`src/core/spmc_consts.svh`:
```
// What this block does
// - Line 0 output and high puts the first port in RS-232 mode.
// - Line 2 output and high puts the second port in RS-232 mode.
// - Line 0 output and low puts the first port in RS-422/485 mode.
// - Line 2 output and low puts the second port in RS-422/485 mode.
// - Line 1 high selects half duplex on the first port, low full.
// - Line 3 high selects half duplex on the second port, low full.
// - Both ports come up in RS-232 mode after reset.
// - Each port has 16550-style registers, up to 115.2 kbaud.
// - Mode and duplex of one port never touch the other port.
// - In RS-422/485 the driver is enabled by hardware, receiver always on.
// - Half-duplex RS-485 joins the pairs; RS-422 keeps them apart.
// - RS-232 mode offers the full 9-wire data and modem set.
`ifndef SPMC_CONSTS_SVH
`define SPMC_CONSTS_SVH
// Timing
`define SPMC_CLK_HZ 20000000
`define SPMC_MAX_BAUD 115200
`define SPMC_MIN_DIV ((`SPMC_CLK_HZ + `SPMC_MAX_BAUD - 1) / `SPMC_MAX_BAUD)
// Global register addresses
`define SPMC_A_GPIO_OUT 8'h00
`define SPMC_A_GPIO_DIR 8'h01
`define SPMC_A_MODE_STAT 8'h02
// Port windows: high nibble selects port, low nibble the register
`define SPMC_PSEL0 4'h1
`define SPMC_R_DATA 4'h0
`define SPMC_R_LSR 4'h1
`define SPMC_R_DIVL 4'h2
`define SPMC_R_DIVH 4'h3
`define SPMC_R_MCR 4'h4
`define SPMC_R_MSR 4'h5
// Reset values
`define SPMC_GPIO_RST 4'h0
`define SPMC_MCR_RST 2'h0
// Line layout: per port a mode line then a duplex line
`define SPMC_LINES_PER_PORT 2
// Modem control bits
`define SPMC_MCR_DTR 0
`define SPMC_MCR_RTS 1
`endif

```
`src/core/spmc_pkg.sv`:
```
package spmc_pkg;
  typedef enum logic {MODE_RS232, MODE_RS485} port_mode_t;
  typedef enum logic [1:0] {TX_IDLE, TX_START, TX_DATA, TX_STOP} tx_state_t;
  typedef enum logic [1:0] {RX_IDLE, RX_START, RX_DATA, RX_STOP} rx_state_t;
  typedef struct packed {
    logic rxd;
    logic cts;
    logic dsr;
    logic dcd;
    logic ri;
  } m232_in_t;
  typedef struct packed {
    logic txd;
    logic rts;
    logic dtr;
    logic drv_en;
  } m232_out_t;
  typedef struct packed {
    logic tx;
    logic de;
    logic rx_en;
    logic pair_join;
  } r485_out_t;
endpackage

```
`src/core/uart_engine.sv`:
```
`timescale 1ns/10ps
module uart_engine
  import spmc_pkg::*;
(
  // Clock and reset
  input  wire logic        mclk,
  input  wire logic        srst,
  // Setup and transmit side
  input  wire logic [15:0] div,
  input  wire logic [7:0]  tx_byte,
  input  wire logic        tx_load,
  output logic             thr_empty,
  output logic             tx_busy,
  output logic             txd,
  // Receive side
  input  wire logic        rxd,
  input  wire logic        rbr_clr,
  input  wire logic        oe_clr,
  output logic [7:0]       rx_byte,
  output logic             rx_ready,
  output logic             rx_over
);
  tx_state_t tx_st_q;
  rx_state_t rx_st_q;
  logic [15:0] cnt_q, rcnt_q;
  logic [2:0]  bit_q, rbit_q;
  logic [7:0]  thr_q, sh_q, rsh_q, rbr_q;
  logic        thr_full_q, txd_q, dr_q, oe_q;
  logic        tick, rtick, rhalf, take, done;

  // Bit timers; receiver checks the start bit at half period
  assign tick  = cnt_q == div - 16'h0001;
  assign rtick = rcnt_q == div - 16'h0001;
  assign rhalf = rcnt_q == {1'b0, div[15:1]};
  // Holding register moves to the shifter with no idle gap
  assign take  = thr_full_q && (tx_st_q == TX_IDLE || (tx_st_q == TX_STOP && tick));
  assign done  = rx_st_q == RX_STOP && rtick && rxd;

  // Holding register; a write in the same cycle as a take refills it and keeps it full
  always_ff @(posedge mclk) begin
    if (srst) begin
      thr_q      <= 8'h00;
      thr_full_q <= 1'b0;
    end else begin
      if (tx_load) thr_q <= tx_byte;
      thr_full_q <= tx_load | (thr_full_q & ~take);
    end
  end

  // Transmit sequencer, fixed 8N1 framing
  always_ff @(posedge mclk) begin
    if (srst) begin
      tx_st_q <= TX_IDLE;
      cnt_q   <= 16'h0000;
      bit_q   <= 3'h0;
      sh_q    <= 8'h00;
      txd_q   <= 1'b1;
    end else begin
      cnt_q <= (tick || tx_st_q == TX_IDLE) ? 16'h0000 : cnt_q + 16'h0001;
      if (take) begin
        sh_q    <= thr_q;
        txd_q   <= 1'b0;
        tx_st_q <= TX_START;
      end else begin
        case (tx_st_q)
          TX_START: if (tick) begin
            tx_st_q <= TX_DATA;
            txd_q   <= sh_q[0];
            bit_q   <= 3'h0;
          end
          TX_DATA: if (tick) begin
            if (bit_q == 3'h7) begin
              tx_st_q <= TX_STOP;
              txd_q   <= 1'b1;
            end else begin
              bit_q <= bit_q + 3'h1;
              sh_q  <= {1'b0, sh_q[7:1]};
              txd_q <= sh_q[1];
            end
          end
          TX_STOP: if (tick) tx_st_q <= TX_IDLE;
          default: ;
        endcase
      end
    end
  end

  // Receive sequencer; a bad stop bit drops the character
  always_ff @(posedge mclk) begin
    if (srst) begin
      rx_st_q <= RX_IDLE;
      rcnt_q  <= 16'h0000;
      rbit_q  <= 3'h0;
      rsh_q   <= 8'h00;
    end else begin
      rcnt_q <= (rtick || rx_st_q == RX_IDLE || (rx_st_q == RX_START && rhalf))
                ? 16'h0000 : rcnt_q + 16'h0001;
      case (rx_st_q)
        RX_IDLE: if (!rxd) rx_st_q <= RX_START;
        RX_START: if (rhalf) begin
          rx_st_q <= rxd ? RX_IDLE : RX_DATA;
          rbit_q  <= 3'h0;
        end
        RX_DATA: if (rtick) begin
          rsh_q  <= {rxd, rsh_q[7:1]};
          rbit_q <= rbit_q + 3'h1;
          if (rbit_q == 3'h7) rx_st_q <= RX_STOP;
        end
        RX_STOP: if (rtick) rx_st_q <= RX_IDLE;
        default: rx_st_q <= RX_IDLE;
      endcase
    end
  end

  // Ready and overrun flags: a new character wins over the clear
  always_ff @(posedge mclk) begin
    if (srst) begin
      rbr_q <= 8'h00;
      dr_q  <= 1'b0;
      oe_q  <= 1'b0;
    end else begin
      if (done) rbr_q <= rsh_q;
      dr_q <= done | (dr_q & ~rbr_clr);
      oe_q <= (done & dr_q & ~rbr_clr) | (oe_q & ~oe_clr);
    end
  end

  assign thr_empty = ~thr_full_q;
  assign tx_busy   = tx_st_q != TX_IDLE;
  assign txd       = txd_q;
  assign rx_byte   = rbr_q;
  assign rx_ready  = dr_q;
  assign rx_over   = oe_q;
endmodule

```
`src/core/serial_port_mode_control.sv`:
```
`timescale 1ns/10ps
`include "spmc_consts.svh"
module serial_port_mode_control
  import spmc_pkg::*;
(
  // Clock and reset
  input  wire logic            mclk,
  input  wire logic            srst,
  // Register port
  input  wire logic [7:0]      addr,
  input  wire logic [7:0]      wdata,
  input  wire logic            wr,
  input  wire logic            rd,
  output logic      [7:0]      rdata,
  // RS-232 transceiver side
  input  wire m232_in_t [1:0]  m232_i,
  output m232_out_t     [1:0]  m232_o,
  // RS-422/485 transceiver side
  input  wire logic     [1:0]  r485_rx_i,
  output r485_out_t     [1:0]  r485_o
);
  localparam logic [15:0] MIN_DIV = 16'(`SPMC_MIN_DIV);

  // Mode-select output port and its direction
  logic [3:0]       gpio_out_q, gpio_dir_q;
  logic [7:0]       rdata_q, rd_d;
  logic [3:0]       mode_stat;
  port_mode_t       mode_q [2];
  port_mode_t       mode_d [2];
  logic [1:0]       half_q, half_d;
  logic [1:0]       is485;
  logic [15:0]      div_q [2];
  logic [15:0]      div_d [2];
  logic [1:0]       mcr_q [2];
  m232_out_t [1:0]  m232_q, m232_d;
  r485_out_t [1:0]  r485_q, r485_d;
  logic [7:0]       rd_port [2];
  logic [1:0]       hit, rx_src, thr_empty, tx_busy, txd, rx_ready, rx_over;
  logic [7:0]       rx_byte [2];
  logic [3:0]       sub;
  logic             wr_gout, wr_gdir;

  // Global decode
  assign sub     = addr[3:0];
  assign wr_gout = wr && addr == `SPMC_A_GPIO_OUT;
  assign wr_gdir = wr && addr == `SPMC_A_GPIO_DIR;

  // Mode-select port registers; levels act only once lines are outputs
  always_ff @(posedge mclk) begin
    if (srst) begin
      gpio_out_q <= `SPMC_GPIO_RST;
      gpio_dir_q <= `SPMC_GPIO_RST;
    end else begin
      if (wr_gout) gpio_out_q <= wdata[3:0];
      if (wr_gdir) gpio_dir_q <= wdata[3:0];
    end
  end

  genvar i;
  generate
    for (i = 0; i < 2; i++) begin : g_port
      localparam int ML = `SPMC_LINES_PER_PORT * i;
      localparam int DL = ML + 1;
      logic        wr_data, wr_divl, wr_divh, wr_mcr;
      logic        rd_data, rd_lsr;
      logic [15:0] div_new;
      logic [7:0]  lsr, msr;

      // Mode follows its own line only while that line is an output;
      // an input line freezes the last mode rather than guessing one
      assign mode_d[i] = !gpio_dir_q[ML] ? mode_q[i] :
                         gpio_out_q[ML] ? MODE_RS232 :
                         MODE_RS485;
      assign half_d[i] = gpio_dir_q[DL] ? gpio_out_q[DL] : half_q[i];
      assign is485[i]  = mode_q[i] == MODE_RS485;

      // Port register decode
      assign hit[i]  = addr[7:4] == `SPMC_PSEL0 + 4'(i);
      assign wr_data = wr && hit[i] && sub == `SPMC_R_DATA;
      assign wr_divl = wr && hit[i] && sub == `SPMC_R_DIVL;
      assign wr_divh = wr && hit[i] && sub == `SPMC_R_DIVH;
      assign wr_mcr  = wr && hit[i] && sub == `SPMC_R_MCR;
      assign rd_data = rd && hit[i] && sub == `SPMC_R_DATA;
      assign rd_lsr  = rd && hit[i] && sub == `SPMC_R_LSR;

      // Divisor clamped so the port never runs above its top rate
      assign div_new  = wr_divl ? {div_q[i][15:8], wdata} :
                        wr_divh ? {wdata, div_q[i][7:0]} : div_q[i];
      assign div_d[i] = (div_new < MIN_DIV) ? MIN_DIV : div_new;

      // In RS-422/485 the receive pair feeds the UART even while sending,
      // so a joined half-duplex pair returns our own echo
      assign rx_src[i] = is485[i] ? r485_rx_i[i] : m232_i[i].rxd;

      // 16550-style status layouts
      assign lsr = {1'b0, thr_empty[i] & ~tx_busy[i], thr_empty[i],
                    3'h0, rx_over[i], rx_ready[i]};
      assign msr = is485[i] ? 8'h00 : {m232_i[i].dcd, m232_i[i].ri,
                    m232_i[i].dsr, m232_i[i].cts, 4'h0};
      assign rd_port[i] = sub == `SPMC_R_DATA ? rx_byte[i] :
                          sub == `SPMC_R_LSR  ? lsr :
                          sub == `SPMC_R_DIVL ? div_q[i][7:0] :
                          sub == `SPMC_R_DIVH ? div_q[i][15:8] :
                          sub == `SPMC_R_MCR  ? {6'h00, mcr_q[i]} :
                          sub == `SPMC_R_MSR  ? msr : 8'h00;

      // Pin drive: idle lines sit at mark, the unused transceiver is off
      assign m232_d[i].txd    = is485[i] | txd[i];
      assign m232_d[i].rts    = ~is485[i] & mcr_q[i][`SPMC_MCR_RTS];
      assign m232_d[i].dtr    = ~is485[i] & mcr_q[i][`SPMC_MCR_DTR];
      assign m232_d[i].drv_en = ~is485[i];
      assign r485_d[i].tx     = ~is485[i] | txd[i];
      assign r485_d[i].de     = is485[i] & tx_busy[i];
      assign r485_d[i].rx_en  = is485[i];
      assign r485_d[i].pair_join = is485[i] & half_q[i];

      // Per-port state; each port keeps its own settings
      always_ff @(posedge mclk) begin
        if (srst) begin
          mode_q[i] <= MODE_RS232;
          half_q[i] <= 1'b0;
          div_q[i]  <= MIN_DIV;
          mcr_q[i]  <= `SPMC_MCR_RST;
        end else begin
          mode_q[i] <= mode_d[i];
          half_q[i] <= half_d[i];
          div_q[i]  <= div_d[i];
          if (wr_mcr) mcr_q[i] <= wdata[1:0];
        end
      end

      uart_engine u_uart (
        .mclk      (mclk),
        .srst      (srst),
        .div       (div_q[i]),
        .tx_byte   (wdata),
        .tx_load   (wr_data),
        .thr_empty (thr_empty[i]),
        .tx_busy   (tx_busy[i]),
        .txd       (txd[i]),
        .rxd       (rx_src[i]),
        .rbr_clr   (rd_data),
        .oe_clr    (rd_lsr),
        .rx_byte   (rx_byte[i]),
        .rx_ready  (rx_ready[i]),
        .rx_over   (rx_over[i])
      );

      // Checks on mode selection and transceiver control
      a_mode_rs232: assert property (@(posedge mclk) disable iff (srst)
        (gpio_dir_q[ML] && gpio_out_q[ML]) |=> mode_q[i] == MODE_RS232)
        else $error("mode line high did not give RS-232");
      a_mode_rs485: assert property (@(posedge mclk) disable iff (srst)
        (gpio_dir_q[ML] && !gpio_out_q[ML]) |=> mode_q[i] == MODE_RS485)
        else $error("mode line low did not give RS-422/485");
      a_duplex_sel: assert property (@(posedge mclk) disable iff (srst)
        gpio_dir_q[DL] |=> half_q[i] == $past(gpio_out_q[DL]))
        else $error("duplex line not followed");
      a_port_isolate: assert property (@(posedge mclk) disable iff (srst)
        !gpio_dir_q[ML] |=> $stable(mode_q[i]))
        else $error("mode changed without its own line");
      a_auto_de: assert property (@(posedge mclk) disable iff (srst)
        (is485[i] && tx_busy[i]) |=> r485_q[i].de ##0 r485_q[i].rx_en)
        else $error("driver enable missing during frame");
      a_de_release: assert property (@(posedge mclk) disable iff (srst)
        $fell(tx_busy[i]) |=> !r485_q[i].de)
        else $error("driver enable held after last stop bit");
      a_pair_join: assert property (@(posedge mclk) disable iff (srst)
        1'b1 |=> r485_q[i].pair_join == $past(is485[i] && half_q[i]))
        else $error("pair join wrong for mode");
      a_full_modem: assert property (@(posedge mclk) disable iff (srst)
        !is485[i] |=> m232_q[i].drv_en &&
        m232_q[i].rts == $past(mcr_q[i][`SPMC_MCR_RTS]))
        else $error("RS-232 modem lines not driven");
      a_echo_rx: assert property (@(posedge mclk) disable iff (srst)
        is485[i] |-> rx_src[i] == r485_rx_i[i])
        else $error("receiver not on the RS-485 pair");
      a_div_limit: assert property (@(posedge mclk) disable iff (srst)
        div_q[i] >= MIN_DIV)
        else $error("divisor above top rate");

      c_to_rs485: cover property (@(posedge mclk) disable iff (srst)
        $fell(m232_q[i].drv_en));
      c_half_frame: cover property (@(posedge mclk) disable iff (srst)
        r485_q[i].pair_join && r485_q[i].de);
      c_back_232: cover property (@(posedge mclk) disable iff (srst)
        $rose(m232_q[i].drv_en));
      c_rx_char: cover property (@(posedge mclk) disable iff (srst)
        $rose(rx_ready[i]) && is485[i]);
    end
  endgenerate

  // Effective mode per port for software
  assign mode_stat = {half_q[1], is485[1], half_q[0], is485[0]};

  // Read selection; unmapped addresses read zero
  assign rd_d = addr == `SPMC_A_GPIO_OUT  ? {4'h0, gpio_out_q} :
                addr == `SPMC_A_GPIO_DIR  ? {4'h0, gpio_dir_q} :
                addr == `SPMC_A_MODE_STAT ? {4'h0, mode_stat} :
                hit[0] ? rd_port[0] :
                hit[1] ? rd_port[1] : 8'h00;

  // Read data stands only in the cycle after the strobe
  always_ff @(posedge mclk) begin
    if (srst) rdata_q <= 8'h00;
    else rdata_q <= rd ? rd_d : 8'h00;
  end

  // Registered pin outputs; reset shows RS-232 idle
  always_ff @(posedge mclk) begin
    if (srst) begin
      m232_q <= {2{4'b1001}};
      r485_q <= {2{4'b1000}};
    end else begin
      m232_q <= m232_d;
      r485_q <= r485_d;
    end
  end

  // Reset must leave both ports in RS-232
  a_reset_rs232: assert property (@(posedge mclk)
    $past(srst) |-> mode_q[0] == MODE_RS232 && mode_q[1] == MODE_RS232)
    else $error("port not RS-232 after reset");

  assign rdata  = rdata_q;
  assign m232_o = m232_q;
  assign r485_o = r485_q;
endmodule

```
`config.mk`:
```
export PLATFORM = sky130hd
export DESIGN_NAME = serial_port_mode_control
export DESIGN_NICKNAME = d
export VERILOG_FILES = /design/src/core/spmc_pkg.sv /design/src/core/uart_engine.sv /design/src/core/serial_port_mode_control.sv
export VERILOG_INCLUDE_DIRS = /design/src /design/src/core
export SDC_FILE = /design/constraint.sdc
export NUM_CORES = 1
export LEC_CHECK = 0
export ABC_AREA = 1
export BUFFER_PORTS_ARGS = -buffer_cell sky130_fd_sc_hd__clkbuf_2
export CELL_PAD_IN_SITES_DETAIL_PLACEMENT = 0
export CELL_PAD_IN_SITES_GLOBAL_PLACEMENT = 2
export CORE_UTILIZATION = 30
export DETAILED_ROUTE_END_ITERATION = 8
export PLACE_DENSITY = 0.81
export SYNTH_ARGS = -nofsm -noshare
export SYNTH_HDL_FRONTEND = slang
export SYNTH_SLANG_ARGS = --single-unit
```
`constraint.sdc`:
```
create_clock -name mclk -period 3.95 [get_ports mclk]
set_input_delay 0.5925 -clock mclk [delete_from_list [all_inputs] [get_ports mclk]]
set_output_delay 0.5925 -clock mclk [all_outputs]
set_load 0.02 [all_outputs]
```
After elaboration in Yosys (flattened, before gate mapping)
Memory sizes are Yosys's and may differ from the RTL's.
Index checks and enable logic that the tools add are counted.
{ "totals": {"inputBits": 32, "output_inout_bits": 24, "wordCells": 363, "n_memories": 3, "ramBits": 38, "register_bits": 190} }
{ "classes": {"n_addsub": 10, "n_reduce_logical": 82, "n_mux": 104, "eq_ne": 61, "order_cmp": 2, "bitwise_logic": 49} }
{ "mem_list": {"columns": ["name", "words", "word_bits", "rd", "rd_clocked_by_memory_dff", "write_ports", "line_no", "rtl"], "rows": [
  ["div_q", 2, 16, 2, 0, 2, "serial_port_mode_control.sv:32", "logic [15:0] div_q [2];"],
  ["mcr_q", 2, 2, 2, 0, 2, "serial_port_mode_control.sv:34", "logic [1:0] mcr_q [2];"],
  ["mode_q", 2, 1, 2, 0, 2, "serial_port_mode_control.sv:28", "port_mode_t mode_q [2];"]
]} }
{ "op_table": {"columns": ["cell", "count"], "rows": [
  ["$mux 8", 24],
  ["$mux 16", 8],
  ["$add 16x1->16 const B", 4],
  ["$eq 16x16->1", 4],
  ["$mux 2", 22],
  ["$reduce_and 5->1", 8],
  ["$ne 2x1->1 const B", 18],
  ["$eq 16x15->1", 2],
  ["$lt 16x8->1 const B", 2],
  ["$sub 16x1->16 const B", 2],
  ["$mux 3", 10],
  ["$logic_and 1x1->1", 28],
  ["$mux 1", 27],
  ["$ne 3x1->1 const B", 8],
  ["$pmux 3 s2", 4],
  ["$and 1x1->1", 20],
  ["$reduce_bool 2->1", 10],
  ["$reduce_and 3->1", 6],
  ["$eq 2x2->1 const B", 8],
  ["$or 1x1->1", 16],
  ["$pmux 2 s4", 2],
  ["$reduce_or 2->1", 7],
  ["$not 1->1", 13],
  ["$add 3x1->3 const B", 4],
  ["other kinds (19)", 51]
]} }

Logic depth before layout (Yosys ltp)
An unclocked memory read counts as a cell.
{ "logic_depth": {"word_depth": 13, "ltp_mapped": 22, "ltp_nobuf": 21} }

Modules after synthesis
From an unflattened synthesis, not the netlist that was laid out.
{ "unflattened": {"cells_unflattened": 2077, "area_unflattened_um2": 13465.4} }
{ "modules_own_cells": {"columns": ["mod", "instances", "cells_each", "seq_area_each_um2", "area_per_inst_um2"], "rows": [
  ["uart_engine (g_port[1].u_uart)", 1, 777, 1561.5, 5083.6],
  ["uart_engine (g_port[0].u_uart)", 1, 756, 1561.5, 4830.9],
  ["serial_port_mode_control", 1, 544, 1481.4, 3550.9]
]} }

Least setup slack after synthesis
Ideal clock, no wire load.
{ "synth_path": {"path_type": "input -> register", "startpoint": "input port addr[3]", "endpoint": "memory div_q[1][13]", "setup_ns": 0.121, "t_arrival_ns": 2.225, "n_path_buf": 2, "path_stages": 14, "t_required_ns": 3.829, "path_slack_ns": 1.604, "cell_sequence": "nor2_1 > nand2_1 > nor2_1 > inv_2 > nor2_2 > buf_4 > nand2_1 > o21ai_1 > a21oi_1 > o21ai_0 > nand2_1 > nand2_2 > buf_4 > nor2_1"} }
{ "synth_lines": {"columns": ["element", "line_no", "rtl"], "rows": [
  ["from (decl)", "serial_port_mode_control.sv:10", "input wire logic [7:0] addr,"],
  ["to (decl)", "serial_port_mode_control.sv:32", null]
]} }

==> flow_summary_export.csv <==
group,metric,value,unit
cts,root_buffer,"clkbuf_16",
global_route,grt_pass1_vias,11778,
timing,tns,0,ps
worst_setup_path,required,4380,ps
detailed_routing,via_per_inst,4.878,
placement,hpwl,31000,um
layout,area_growth,13.35,%
logic_synthesis,syn_avg_cell_area,6.749,um2
detailed_routing,wl,40100,um
layout,diodes,0,
global_route,grt.overflow.total,0,
timing,min_period,3022,ps
worst_setup_path,path_class,"reg -> reg",
cts,post_cts_buffers,0,
global_route,grt_pass1_wl,64270,um
cts,h-tree-depth,1,
detailed_routing,drt_first_pass_iters,5,
pwr,power.leakage,5.859,nW
global_route,grt_antenna_before_repair,1,
hold_path,hold_class,"in -> reg",
layout,layout_common_cells,"nand2_1, nor2_1, dfxtp_1, inv_1, nand3_1",
pwr,power.density,415.1,mW/mm2
detailed_routing,wl_per_cell,16.01,um
placement,portBuffers,55,
cts,postCtsHoldBufs,0,
logic_synthesis,synth_cells,1895,
cts,clk_path_buf_depth,3,
logic_synthesis,ys_seq_elements,228,
die,num_rows,75,
layout,final_common_cell,"nand2_1",
logic_synthesis,ys_types,55,
detailed_routing,drc,0,
cts,cts.sinks,228,
logic_synthesis,synthFlopType,"dfxtp_1",
placement,pre_cts_ws,703.8,ps
timing,post-route-period-util,76.52,%
timing,finalSetupViolations,0,
die,ios,56,
timing,slew_headroom,35.86,%
timing,rsz0062_at_grt,"no",
die,dieArea,0.04346,mm2
logic_synthesis,yosys_warnings,0,
flow_run,maxCapViolations,0,
logic_synthesis,synth-edff-count,4,
detailed_routing,via_count,12214,
worst_setup_path,cp_max_fo,16,
die,fp.dieH,208.5,um
die,initial_utilization,30.42,%
cts,cts_resized,0,
cts,cts_tree,"done",
worst_setup_path,arrival,3450,ps
die,dieWidth,208.5,um
timing,skew,12.48,ps
detailed_routing,drt-met1-wl,19190,um
timing,finalMaxSlewViolations,0,
timing,hold_viol_final,0,
worst_setup_path,crit_path_start_kind,"register",
cts,clk_pin_slew,60,ps
detailed_routing,routed-wl-met3,1643,um
timing,fin_ws,927.6,ps
logic_synthesis,synth_area,0.01279,mm2
logic_synthesis,syn_nets,1961,
global_route,grt_start_max_net_pins,54,
detailed_routing,drtIter0Drc,742,
worst_setup_path,critPathCaptureType,"register",
detailed_routing,met2_length,17930,um
hold_path,holdPathStages,5,
pwr,vdd_drop_max,0.0002795,V
detailed_routing,antenna_left,0,
timing,tightest_slew,958.5,ps
layout,fin_nets,2011,
cts,clkLatencyLatePin,550,ps
cts,cts_made_buffers,27,
logic_synthesis,synth-async-reset-ratio,0,%
timing,max_freq,0.3309,GHz
status,run_status,"finished clean",
global_route,grt_use_total,18.54,%
layout,nFillCells,4609,
placement,globalplace.congestion,0.8670,
worst_setup_path,r2r_cells,14,
layout,final_layout_size_suffix_gt1_share,9.517,%
logic_synthesis,synth_seq_area_share,36.00,%
die,core,0.04204,mm2
detailed_routing,top_layer,"met4",
[cells in the mapped netlist, types with 5 or more instances]
cell,n,area share (%)
a21oi_1,113,4.4
a31oi_1,17,0.83
buf_2,12,0.47
buf_4,6,0.35
buf_6,5,0.44
clkbuf_1,21,0.62
dfxtp_1,224,35
ha_1,34,3.3
inv_1,220,6.5
inv_2,12,0.35
nand2_1,414,12
nand2_2,13,0.64
nand3_1,157,6.1
nand3b_1,6,0.35
nand4_1,36,1.8
nor2_1,246,7.2
nor2_2,12,0.59
nor2_4,12,1.1
nor3_1,44,1.7
nor3b_1,15,0.88
nor4_1,11,0.54
o211ai_1,7,0.41
o21a_1,5,0.29
o21ai_0,118,4.6
o21ai_1,8,0.31
o22ai_1,12,0.59
or2_1,6,0.29
or2_2,10,0.49
xnor2_1,10,0.68
xor2_1,41,2.8
[metal layers]
layer / up-vias / track usage (%)
met2: 237 / 30.33
met4: 0 / 6.258
met3: 65 / 2.672
met5: - / 0
li1: 6299 / -
met1: 5613 / 24.86
[through the flow]
step	area [um2]	utilization, %	hold slack [ps]	total power, mW	std cells
final	14500	34.48	433.6	6.017	2504
after global routing	14500	34.48	443.4	6.352	2504
after CTS	14500	34.48	399.7	6.105	2504
after detailed placement	13590	32.32	442.3	3.505	2455
after global placement	13590	32.32	440.1	3.494	2455
after floorplan	12790	-	420.5	3.215	1895
[power breakdown]
part,leakage [nW],internal (mW),switching (mW)
Combinational,3.57,0.318,0.649
Sequential,1.85,2.39,0.0905
Clock,0.441,1.53,1.04
[final cells by class]
type	instances	area [um2]	share of cell area (%)
clock buffers	35	745.7	5.144
inverters	235	882.1	6.085
multi-input cells	1384	7046	48.60
clock inverters	14	163.9	1.131
flip-flops and latches	228	4604	31.76
repair buffers	69	380.4	2.624
well taps	539	674.4	4.652
[worst paths after layout]
check | start | to | slack, ps
setup / recovery | div_q[0][0] | g_port[0].u_uart.rsh_q[1] | 930
hold / removal | wdata[3] | div_q[0][3] | 430
setup reg to reg | div_q[0][0] | g_port[0].u_uart.rsh_q[1] | 930
hold reg to reg | g_port[0].u_uart.rsh_q[0] | g_port[0].u_uart.rsh_q[0] | 450
[logic make-up after synthesis]
group | Yosys count | share of synthesized area (%)
xor+xnor | 51 | 3.493
simple gates | 1001 | 35.53
mux | 1 | 0.07827
compound gates | 297 | 12.66
flops | 228 | 36.00
buf+inv | 283 | 8.903
fa+ha+maj | 34 | 3.327
[worst max-delay path, stage by stage (launching register included)]
cell and delay, ps:
dfxtp_1 390, inv_2 150, ha_1 210, nand2_1 90, nor2_1 320, nand2_1 120, nand2_1 100, nand2_1 60
xor2_1 210, nand4_1 130, nor3_1 130, and2_1 420, nand2_2 280, o21ai_0 230, a21oi_1 60
[state kept, by name (all words and copies together), names as in the netlist, 6 cells and up, named ones only]
name                   cells
div_q                     32
g_port.u_uart.rx_byte     16
g_port.u_uart.bit_q        6
g_port.u_uart.rsh_q       16
g_port.u_uart.sh_q        16
g_port.u_uart.cnt_q       32
g_port.u_uart.thr_q       16
m232_o                     8
rdata                      8
g_port.u_uart.rbit_q       6
g_port.u_uart.rcnt_q      32
r485_o                     8
Power figures use the tool's default switching activity.
